--- config.mk ---
export PLATFORM = sky130hd
export DESIGN_NAME = serial_tx
export DESIGN_NICKNAME = d
export VERILOG_FILES = /design/src/rtl/sertx_pkg.sv /design/src/rtl/serial_tx.sv
export SDC_FILE = /design/constraint.sdc
export NUM_CORES = 1
export LEC_CHECK = 0
export BUFFER_PORTS_ARGS = -buffer_cell sky130_fd_sc_hd__buf_2
export CAP_MARGIN = 10
export CORE_ASPECT_RATIO = 1.1
export CORE_MARGIN = 2
export CORE_UTILIZATION = 55
export CTS_CLUSTER_SIZE = 14
export DETAILED_ROUTE_END_ITERATION = 8
export GPL_TIMING_DRIVEN = 0
export PLACE_DENSITY_LB_ADDON = 0.3
export SETUP_SLACK_MARGIN = 0.15
export SYNTH_ARGS = -nofsm -noshare
export SYNTH_HDL_FRONTEND = slang
export SYNTH_SLANG_ARGS = --single-unit
export TNS_END_PERCENT = 100
--- constraint.sdc ---
create_clock -name CLK -period 3.8 [get_ports CLK]
set_input_delay 0.38 -clock CLK [delete_from_list [all_inputs] [get_ports CLK]]
set_output_delay 0.38 -clock CLK [all_outputs]
set_load 0.05 [all_outputs]
--- src/rtl/sertx_pkg.sv ---
package sertx_pkg;
	localparam logic [2:0] ADDR_DATA     = 3'h0;
	localparam logic [2:0] ADDR_STATUS   = 3'h1;
	localparam logic [2:0] ADDR_CTRL     = 3'h2;
	localparam logic [2:0] ADDR_BAUD     = 3'h3;
	localparam logic [2:0] ADDR_FINE     = 3'h4;
	// status register fields
	localparam int STAT_EMPTY_POS = 7;
	localparam int STAT_DONE_POS  = 6;
	localparam int STAT_BUSY_POS  = 0;
	// control register fields
	localparam int CTRL_WORD9_POS  = 0;
	localparam int CTRL_NINTH_POS  = 1;
	localparam int CTRL_TXEN_POS   = 2;
	localparam int CTRL_RXEN_POS   = 3;
	localparam int CTRL_BRK_POS    = 4;
	localparam int CTRL_EIE_POS    = 5;
	localparam int CTRL_DIE_POS    = 6;
	localparam int CTRL_GMASK_POS  = 7;
	// baud register fields: coarse [5:4], range [2:0]
	localparam int BAUD_COARSE_POS = 4;
	localparam int BAUD_RANGE_POS  = 0;
	localparam logic [7:0] CTRL_RESET  = 8'h80;
	localparam logic [7:0] BAUD_RESET  = 8'h00;
	localparam logic [7:0] FINE_RESET  = 8'h00;
	localparam logic [7:0] STAT_RESET  = 8'hc0;
	localparam logic [3:0] OVERSAMPLE  = 4'hf;
	localparam logic [3:0] BITS_WORD8  = 4'ha;
	localparam logic [3:0] BITS_WORD9  = 4'hb;
	typedef enum logic [1:0] {TX_IDLE, TX_DATA, TX_IDLEFRM, TX_MARK} txst_e;
endpackage

--- src/rtl/serial_tx.sv ---
// Local design decisions: the address-and-strobe port and the placing of the registers.
module serial_tx
	import sertx_pkg::*;
(
	input  wire logic       CLK,
	input  wire logic       SRST,
	input  wire logic [2:0] ADDR,
	input  wire logic [7:0] WDATA,
	input  wire logic       WR,
	input  wire logic       RD,
	output logic      [7:0] RDATA,
	output logic            TX_OUT,
	output logic            TX_OE,
	output logic            IRQ
);
	logic [7:0] ctrl_ff, baud_ff, fine_ff, rdata_ff;
	logic [8:0] tx_holding_buffer_ff, shift_ff;
	logic       hold_full_ff, tx_buffer_empty_ff, tx_done_flag_ff, armed_ff;
	logic       out_ff, oe_ff, irq_ff, brk_tail_ff, idle_pend_ff;
	logic [3:0] bit_cnt_ff, os_cnt_ff;
	logic [3:0] coarse_cnt_ff;
	logic [6:0] range_cnt_ff;
	logic [7:0] fine_cnt_ff;
	txst_e      st_ff;

	wire word9     = ctrl_ff[CTRL_WORD9_POS];
	wire tx_enable = ctrl_ff[CTRL_TXEN_POS];
	wire send_break = ctrl_ff[CTRL_BRK_POS];
	wire wr_data   = WR && ADDR == ADDR_DATA;
	wire wr_ctrl   = WR && ADDR == ADDR_CTRL;
	wire rd_stat   = RD && ADDR == ADDR_STATUS;
	wire [3:0] frame_bits = word9 ? BITS_WORD9 : BITS_WORD8;
	wire busy      = st_ff != TX_IDLE;
	wire ten_rise  = wr_ctrl && WDATA[CTRL_TXEN_POS] && !tx_enable;
	wire ten_fall  = wr_ctrl && !WDATA[CTRL_TXEN_POS] && tx_enable;
	wire ten_toggle = wr_ctrl && (WDATA[CTRL_TXEN_POS] != tx_enable);

	function automatic logic [3:0] coarse_top(input logic [1:0] sel);
		unique case (sel)
			2'h0: coarse_top = 4'h0;
			2'h1: coarse_top = 4'h2;
			2'h2: coarse_top = 4'h3;
			default: coarse_top = 4'hc;
		endcase
	endfunction

	// baud chain: 16x oversample, coarse, range, fine; ticks once per bit
	wire [6:0] range_top = 7'((8'h1 << baud_ff[BAUD_RANGE_POS +: 3]) - 8'h1);
	wire [1:0] coarse_sel = baud_ff[BAUD_COARSE_POS +: 2];
	wire c_tick = coarse_cnt_ff == coarse_top(coarse_sel);
	wire r_tick = c_tick && range_cnt_ff == range_top;
	wire f_tick = r_tick && (fine_ff == 8'h0 || fine_cnt_ff == fine_ff - 8'h1);
	wire bit_tick = f_tick && os_cnt_ff == OVERSAMPLE;

	always_ff @(posedge CLK) begin
		if (SRST || !tx_enable || st_ff == TX_IDLE && !idle_pend_ff) begin
			coarse_cnt_ff <= 4'h0;
			range_cnt_ff  <= 7'h0;
			fine_cnt_ff   <= 8'h0;
			os_cnt_ff     <= 4'h0;
		end else begin
			coarse_cnt_ff <= c_tick ? 4'h0 : coarse_cnt_ff + 4'h1;
			if (c_tick)
				range_cnt_ff <= r_tick ? 7'h0 : range_cnt_ff + 7'h1;
			if (r_tick)
				fine_cnt_ff <= f_tick ? 8'h0 : fine_cnt_ff + 8'h1;
			if (f_tick)
				os_cnt_ff <= os_cnt_ff + 4'h1;
		end
	end

	// frame word: start(0), data lsb first, stop(1)
	function automatic logic [10:0] build(input logic [8:0] d, input logic w9);
		build = w9 ? {1'b1, d, 1'b0} : {2'b11, d[7:0], 1'b0};
	endfunction
	logic [10:0] frame_ff;
	wire last_bit = bit_cnt_ff == frame_bits - 4'h1;
	wire frame_end = bit_tick && last_bit;
	wire [8:0] load_word = word9 ? {ctrl_ff[CTRL_NINTH_POS], WDATA} : {1'b0, WDATA};
	wire next_avail = hold_full_ff || send_break;
	wire idle_write = wr_data && !busy && !hold_full_ff && tx_enable && !idle_pend_ff;

	always_ff @(posedge CLK) begin
		if (SRST) begin
			st_ff        <= TX_IDLE;
			bit_cnt_ff   <= 4'h0;
			frame_ff     <= 11'h7ff;
			idle_pend_ff <= 1'b0;
			brk_tail_ff  <= 1'b0;
		end else begin
			if (ten_rise)
				idle_pend_ff <= 1'b1;
			unique case (st_ff)
				TX_IDLE: begin
					bit_cnt_ff <= 4'h0;
					if (brk_tail_ff && tx_enable) begin
						st_ff <= TX_MARK;
					end else if (idle_pend_ff && tx_enable) begin
						st_ff        <= TX_IDLEFRM;
						frame_ff     <= 11'h7ff;
						idle_pend_ff <= 1'b0;
					end else if (tx_enable && send_break) begin
						st_ff    <= TX_DATA;
						frame_ff <= 11'h0;
					end else if (idle_write) begin
						st_ff    <= TX_DATA;
						frame_ff <= build(load_word, word9);
					end else if (tx_enable && hold_full_ff) begin
						st_ff    <= TX_DATA;
						frame_ff <= build(tx_holding_buffer_ff, word9);
					end
				end
				TX_MARK: if (bit_tick) begin
					st_ff       <= TX_IDLE;
					brk_tail_ff <= 1'b0;
				end
				default: if (bit_tick) begin
					bit_cnt_ff <= bit_cnt_ff + 4'h1;
					frame_ff   <= {1'b1, frame_ff[10:1]};
					if (last_bit) begin
						bit_cnt_ff <= 4'h0;
						if (st_ff == TX_DATA && frame_ff[0] == 1'b0 && !send_break
							&& shift_ff == 9'h1ff)
							brk_tail_ff <= 1'b1;
						st_ff <= TX_IDLE;
					end
				end
			endcase
		end
	end

	// marks whether the frame in flight is a break frame
	always_ff @(posedge CLK) begin
		if (SRST)
			shift_ff <= 9'h0;
		else if (st_ff == TX_IDLE && tx_enable && send_break && !idle_pend_ff && !brk_tail_ff)
			shift_ff <= 9'h1ff;
		else if (st_ff == TX_IDLE && !send_break)
			shift_ff <= 9'h0;
	end

	wire start_xfer = st_ff == TX_IDLE && tx_enable && !brk_tail_ff && !idle_pend_ff
		&& !send_break && (idle_write || hold_full_ff);

	// holding buffer, flags and clearing sequence
	always_ff @(posedge CLK) begin
		if (SRST) begin
			tx_holding_buffer_ff <= 9'h0;
			hold_full_ff         <= 1'b0;
			tx_buffer_empty_ff   <= STAT_RESET[STAT_EMPTY_POS];
			tx_done_flag_ff      <= STAT_RESET[STAT_DONE_POS];
			armed_ff             <= 1'b0;
		end else begin
			if (rd_stat)
				armed_ff <= 1'b1;
			else if (wr_data)
				armed_ff <= 1'b0;
			if (wr_data && armed_ff) begin
				tx_buffer_empty_ff <= 1'b0;
				tx_done_flag_ff    <= 1'b0;
			end
			if (wr_data && !idle_write) begin
				tx_holding_buffer_ff <= load_word;
				hold_full_ff         <= 1'b1;
			end
			if (ten_toggle)
				hold_full_ff <= 1'b0;
			if (start_xfer) begin
				tx_buffer_empty_ff <= 1'b1;
				if (!idle_write)
					hold_full_ff <= 1'b0;
			end
			if (frame_end && st_ff == TX_DATA)
				tx_done_flag_ff <= 1'b1;
		end
	end

	// control, baud and fine registers; read data one cycle later
	always_ff @(posedge CLK) begin
		if (SRST) begin
			ctrl_ff <= CTRL_RESET;
			baud_ff <= BAUD_RESET;
			fine_ff <= FINE_RESET;
		end else if (WR) begin
			if (ADDR == ADDR_CTRL)
				ctrl_ff <= WDATA;
			if (ADDR == ADDR_BAUD)
				baud_ff <= WDATA;
			if (ADDR == ADDR_FINE)
				fine_ff <= WDATA;
		end
	end

	wire [7:0] stat_word = {tx_buffer_empty_ff, tx_done_flag_ff, 5'h0, busy};
	wire [7:0] rd_mux = ADDR == ADDR_STATUS ? stat_word :
		ADDR == ADDR_CTRL ? ctrl_ff :
		ADDR == ADDR_BAUD ? baud_ff :
		ADDR == ADDR_FINE ? fine_ff : 8'h0;

	// line drive: low start, high stop, high idle when enabled
	wire line_en = tx_enable || ctrl_ff[CTRL_RXEN_POS];
	wire line_lvl = st_ff == TX_DATA ? frame_ff[0] : 1'b1;
	wire irq_lvl = !ctrl_ff[CTRL_GMASK_POS] &&
		(tx_buffer_empty_ff && ctrl_ff[CTRL_EIE_POS] ||
		 tx_done_flag_ff && ctrl_ff[CTRL_DIE_POS]);

	always_ff @(posedge CLK) begin
		if (SRST) begin
			rdata_ff <= 8'h0;
			out_ff   <= 1'b1;
			oe_ff    <= 1'b0;
			irq_ff   <= 1'b0;
		end else begin
			rdata_ff <= RD ? rd_mux : 8'h0;
			out_ff   <= line_lvl;
			oe_ff    <= line_en;
			irq_ff   <= irq_lvl;
		end
	end

	assign RDATA  = rdata_ff;
	assign TX_OUT = out_ff;
	assign TX_OE  = oe_ff;
	assign IRQ    = irq_ff;
endmodule

After elaboration in Yosys (flattened, before gate mapping)
Cells that the tools add are included.
{ "op_classes": {"add_sub_neg": 8, "n_mul": 0, "div_mod_pow": 0, "order_cmp": 0, "eq_ne": 19, "n_shift": 1, "mux": 47, "n_bitwise": 5, "reduce_logical": 75} }
{ "op_table": {"columns": ["op", "n"], "rows": [
  ["$mux 11", 6],
  ["$mux 8", 5],
  ["$logic_and 1x1->1", 37],
  ["$mux 9", 3],
  ["$pmux 11 s2", 1],
  ["$mux 10", 2],
  ["$mux 2", 8],
  ["$mux 1", 15],
  ["$add 4x1->4 const B", 3],
  ["$pmux 4 s3", 1],
  ["$reduce_and 4->1", 3],
  ["$reduce_bool 2->1", 6],
  ["$reduce_or 2->1", 5],
  ["$eq 9x9->1 const B", 1],
  ["$add 8x1->8 const B", 1],
  ["$eq 4x4->1", 2],
  ["$eq 8x8->1", 1],
  ["$logic_not 1->1", 8],
  ["$logic_not 8->1", 1],
  ["$mux 4", 2],
  ["$pmux 4 s2", 1],
  ["$reduce_and 2->1", 4],
  ["$sub 8x1->8 const B", 1],
  ["$add 7x1->7 const B", 1],
  ["other kinds (23)", 37]
]} }
{ "totals": {"ff_bits": 99, "latch_bits": 0, "mem_bits_rw": 0, "rom_bits": 0, "in_bits": 15, "out_inout_bits": 11, "word_cells": 178, "mem_count": 0} }

Longest topological paths before layout
{ "logic_depth": {"depth_word": 12, "ltp_mapped": 12, "mapped_depth_nobuf": 9} }

Worst setup path before layout
OpenSTA, ideal clock, no wires.
{ "synth_path": {"path_kind": "in2reg", "startpoint": "input ADDR[0]", "endpoint": "register frame_ff[1]", "setup_ns": 0.129, "arrival_ns": 2.224, "t_required_ns": 3.671, "slack_ns": 1.447, "path_stages": 7, "path_buffers": 2, "path_cell_list": "clkbuf_1 -> nor4b_1 -> nor4b_1 -> buf_2 -> mux2_2 -> a221oi_1 -> mux2i_1"} }
{ "synth_via": {"elab_chain_len": 11, "elab_cells_between_ends": 13, "classes_between": "eq/ne (1); mux (5); reduce/logical (7)"} }
{ "synth_lines": {"columns": ["item", "line_no", "text"], "rows": [
  ["start: declaration", "serial_tx.sv:7", "input wire logic [2:0] ADDR,"],
  ["$logic_not 3->1 *", "serial_tx.sv:29", "wire wr_data = WR && ADDR == ADDR_DATA;"],
  ["$logic_and 1x1->1 *", "serial_tx.sv:29", null],
  ["$logic_and 1x1->1 * (4 in a row)", "serial_tx.sv:81", "wire idle_write = wr_data && !busy && !hold_full_ff && tx_enable && !idle_pend_ff;"],
  ["$mux 11", "serial_tx.sv:105", "end else if (idle_write) begin"],
  ["$mux 11", "serial_tx.sv:102", "end else if (tx_enable && send_break) begin"],
  ["$mux 11", "serial_tx.sv:98", "end else if (idle_pend_ff && tx_enable) begin"],
  ["$mux 11", "serial_tx.sv:96", "if (brk_tail_ff && tx_enable) begin"],
  ["$pmux 11 s2", "serial_tx.sv:93", "unique case (st_ff)"],
  ["end signal: assignment", "serial_tx.sv:107", "frame_ff <= build(load_word, word9);"],
  ["end signal: assignment", "serial_tx.sv:110", "frame_ff <= build(tx_holding_buffer_ff, word9);"],
  ["end signal: assignment", "serial_tx.sv:119", "frame_ff <= {1'b1, frame_ff[10:1]};"],
  ["end: declaration", "serial_tx.sv:76", "logic [10:0] frame_ff;"]
]} }
Mark *: on every way between the ends. The rest lies on a longest branch, timed or not. The select of a mux whose other input is x is not followed.
A chain may end at the register's enable or synchronous reset.

Final worst setup path
{ "layout_path": {"startpoint": "register fine_ff[0]", "endpoint": "register fine_cnt_ff[3]"} }
{ "layout_via": {"elab_chain_len": 5, "elab_cells_between_ends": 6, "classes_between": "add/sub (1); eq/ne (1); mux (1); reduce/logical (3)"} }
{ "layout_lines": {"columns": ["item", "line_no", "text"], "rows": [
  ["start: declaration", "serial_tx.sv:16", "logic [7:0] ctrl_ff, baud_ff, fine_ff, rdata_ff;"],
  ["start signal: assignment", "serial_tx.sv:183", "fine_ff <= FINE_RESET;"],
  ["start signal: assignment", "serial_tx.sv:190", "fine_ff <= WDATA;"],
  ["$sub 8x1->8", "serial_tx.sv:52", "wire f_tick = r_tick && (fine_ff == 8'h0 || fine_cnt_ff == fine_ff - 8'h1);"],
  ["$eq 8x8->1", "serial_tx.sv:52", null],
  ["$logic_or 1x1->1 *", "serial_tx.sv:52", null],
  ["$logic_and 1x1->1 *", "serial_tx.sv:52", null],
  ["$mux 8 *", "serial_tx.sv:66", "fine_cnt_ff <= f_tick ? 8'h0 : fine_cnt_ff + 8'h1;"],
  ["end signal: assignment", "serial_tx.sv:66", null],
  ["end: declaration", "serial_tx.sv:23", "logic [7:0] fine_cnt_ff;"]
]} }
Mark *: on every way between the ends. The rest lies on a longest branch, timed or not.

==> impl_metrics.ini <==
[setup_path]
arrival_ps = 3330
critPathSlowestCell = a32oi_1
worst-path-buf-inv = 3
slowest_delay_ps = 570
end_kind = register
crit_fanout = 10
start_kind = register
path_class = register to register
cp_cell_sequence = clkbuf_1 -> inv_1 -> ha_1 -> xnor2_1 -> and4b_1 -> a31oi_1 -> nand2_1 -> a32oi_1 -> buf_2 -> o21ai_1 -> nor2_1
cp_top_family = compound AO/OA/AOI/OAI gates
critPathRequiredTime_ps = 4090

[clock_network]
cts.clk_slew.worst_paths_ps = 100
clock-sinks = 91
cts_setup_buffers = 0
clock_latency_ps = 370
cts_buffers = 9
h-tree-depth = 3
cts_resized = 0
hold_buffers = 0
clockRootBuffer = clkbuf_8
cts_max_path_buffers = 2
cts_tree = built

[power_and_ir_drop]
p_per_area_nw_per_um2 = 368
ir_worst_vdd_mv = 0.280
p_total_uw = 1870
total_leakage_power_uw = 0.00188

[synth]
synth_mux_area_frac = 0.0676
synth_edf_count = 0
synth_top_family_by_area = simple AND/OR/NAND/NOR gates
synthXorXnorAreaFrac = 0.0534
yosys.area_share.simple = 0.233
yosysUniqueCellTypes = 60
ys_seq_area_frac = 0.397
syn_avg_cell_area_sq_um = 8.09
synth-adder-area-share = 0.0218
synthArstFlopShare = 0
syn_inst = 567
synth_warnings = 0
synthesis.area_sq_um = 4590
synth_nets = 590
yosys_register_bits = 91
synth_ff_type = dfxtp_1
synth-compound-area-share = 0.179

[grt]
track_usage = 0.257
grt_antenna_before_repair = 0
overflow = 0
grt_pass1_vias = 3906
grt_pass1_wl_mm = 18.7
grt_start_max_net_pins = 17

[timing]
finalSetupTns_ps = 0
setup_viol = 0
clock.fmax_mhz = 329
relSlewSlack = 0.275
grt_setup_unrepaired = no
skew_ps = 15.3
tightestPinTransition_ps = 1080
fin_crit_sh = 0.801
finalHoldViolations = 0
min_period_ps = 3040
final_max_slew_viol_count = 0

[placement]
io_buffers = 24
dp.cells = 699
hpwlAfterDp_mm = 8.24
place_congestion = 0.900
placed_cell_area_sq_um = 4840

[drt]
route.detailed.drc = 0
via_count = 4290
routedWlPerCell_um = 15.8
avgViaCountPerCell = 6.01
drt-pass1-iter-count = 5
ant_nets = 0
wl_mm = 11.3
drt_iter0_drc = 314

[die]
ios = 26
rows = 34
die_y_um = 99.8
fp.dieW_um = 91.1
start_util = 0.574
core_sq_um = 8000
die_area_sq_um = 9090

[layout]
fin_nets = 625
syn2layout_area_growth_pct = 10.4
antenna_cells = 0
final_cell_mix = 91 x dfxtp_1, 78 x nand2_1, 61 x a21oi_1, 59 x nor2_1, 30 x buf_2
num-fill-cells = 716
fin_cells = 714
drive_gt1_frac = 0.0974
layout_commonest_cell = dfxtp_1
final_area_sq_um = 5060

[run]
max_cap_violations = 0

[status]
status = complete, no violations

[hold_path]
min_path_type = primary input to register
[Yosys cell counts (3+ instances only)]
cell      number  area share
nand3_1       14       0.015
ha_1           8       0.022
nor3_1         9      0.0098
nor2_1        59       0.048
xnor2_1        8       0.015
a221oi_1       9       0.017
nand4_1       11       0.015
nor4b_1        4      0.0076
or4_1          5      0.0082
nand2_1       78       0.064
and2_1         4      0.0055
nand2b_1       8       0.011
dfxtp_1       91        0.40
nor4_1         5      0.0068
o21ai_1        3      0.0033
nor2b_1        3      0.0041
a21oi_1       61       0.067
clkbuf_1      27       0.022
mux2i_1       22       0.048
o21ai_0       18       0.020
or3_1          5      0.0068
and3_1         4      0.0055
nand3b_1       3      0.0049
xor2_1        20       0.038
buf_2          6      0.0065
o211ai_1       5      0.0082
mux2_2         8       0.020
o211a_1        3      0.0065
o31ai_1        5      0.0082
o22ai_1        3      0.0041
inv_1         20       0.016
a31oi_1        5      0.0068
[worst paths after layout]
kind                            startpoint        endpoint  slack, ps  cells after the start
worst max register to register  fine_ff[0]  fine_cnt_ff[3]        760                     11
worst min-delay path              WDATA[7]      ctrl_ff[7]        300                      3
worst min register to register    armed_ff        armed_ff        470                      2
worst max-delay path            fine_ff[0]  fine_cnt_ff[3]        760                     11
[registers in the layout (all words and copies together), names as in the netlist]
name                  cells
os_cnt_ff                 4
st_ff                     2
hold_full_ff              1
baud_ff                   8
bit_cnt_ff                4
brk_tail_ff               1
frame_ff                 11
fine_ff                   8
tx_buffer_empty_ff        1
TX_OUT                    1
IRQ                       1
ctrl_ff                   8
range_cnt_ff              7
TX_OE                     1
tx_done_flag_ff           1
fine_cnt_ff               8
coarse_cnt_ff             4
tx_holding_buffer_ff      9
shift_ff                  1
RDATA                     8
idle_pend_ff              1
armed_ff                  1
[metrics by stage]
step | setup WS, ps | hold slack, ps | util
floorplan | 1450 | 419 | -
detailed placement | 840 | 457 | 0.606
CTS | 792 | 283 | 0.633
global placement | 932 | 443 | 0.606
finish | 756 | 304 | 0.633
global route | 475 | 291 | 0.633
[final cells by class]
class	count	area (sq um)	share of cell area
plain buffers	35	143	0.0282
clock buffers	9	124	0.0245
clock inverters	6	96.3	0.0190
inverters	20	75.1	0.0148
multi-input cells	421	2550	0.503
flip-flops and latches	91	1820	0.360
well taps	108	135	0.0267
repair buffers	24	120	0.0237
[worst reg2reg max path, cell delays in order (launching register included)]
cell and delay, ps:
dfxtp_1 310, clkbuf_1 310, inv_1 80, ha_1 290
xnor2_1 150, and4b_1 180, a31oi_1 150, nand2_1 100
a32oi_1 570, buf_2 340, o21ai_1 250, nor2_1 230
[cells by family (layout without fill, tap and decap cells)]
logic type                 Yosys count  in the layout
DFF                                 91             91
xor gates and xnor gates            28             28
muxes                               30             30
AOI/OAI and AO/OA                  132            132
and+or+nand+nor                    223            223
adders and majority gates            8              8
buffers and inverters               55             94
[layer usage]
metal | part of all wire | vias to the layer above | GRT usage | wire length (um)
li1 | - | 2075 | - | -
met1 | 0.42 | 2032 | 0.323 | 4790
met5 | 0 | - | 0 | 0
met2 | 0.48 | 151 | 0.428 | 5450
met4 | 0.032 | 0 | 0.110 | 366
met3 | 0.061 | 32 | 0.0556 | 691
[power breakdown]
part           switching, uW  total (uW)  internal [uW]  leakage (uW)
Clock                    360         736            376      0.000108
Sequential              8.68         973            964      0.000735
Combinational            105         157           51.3       0.00103
Total                    474        1870           1390       0.00188
(Power assumes the default switching activity.)
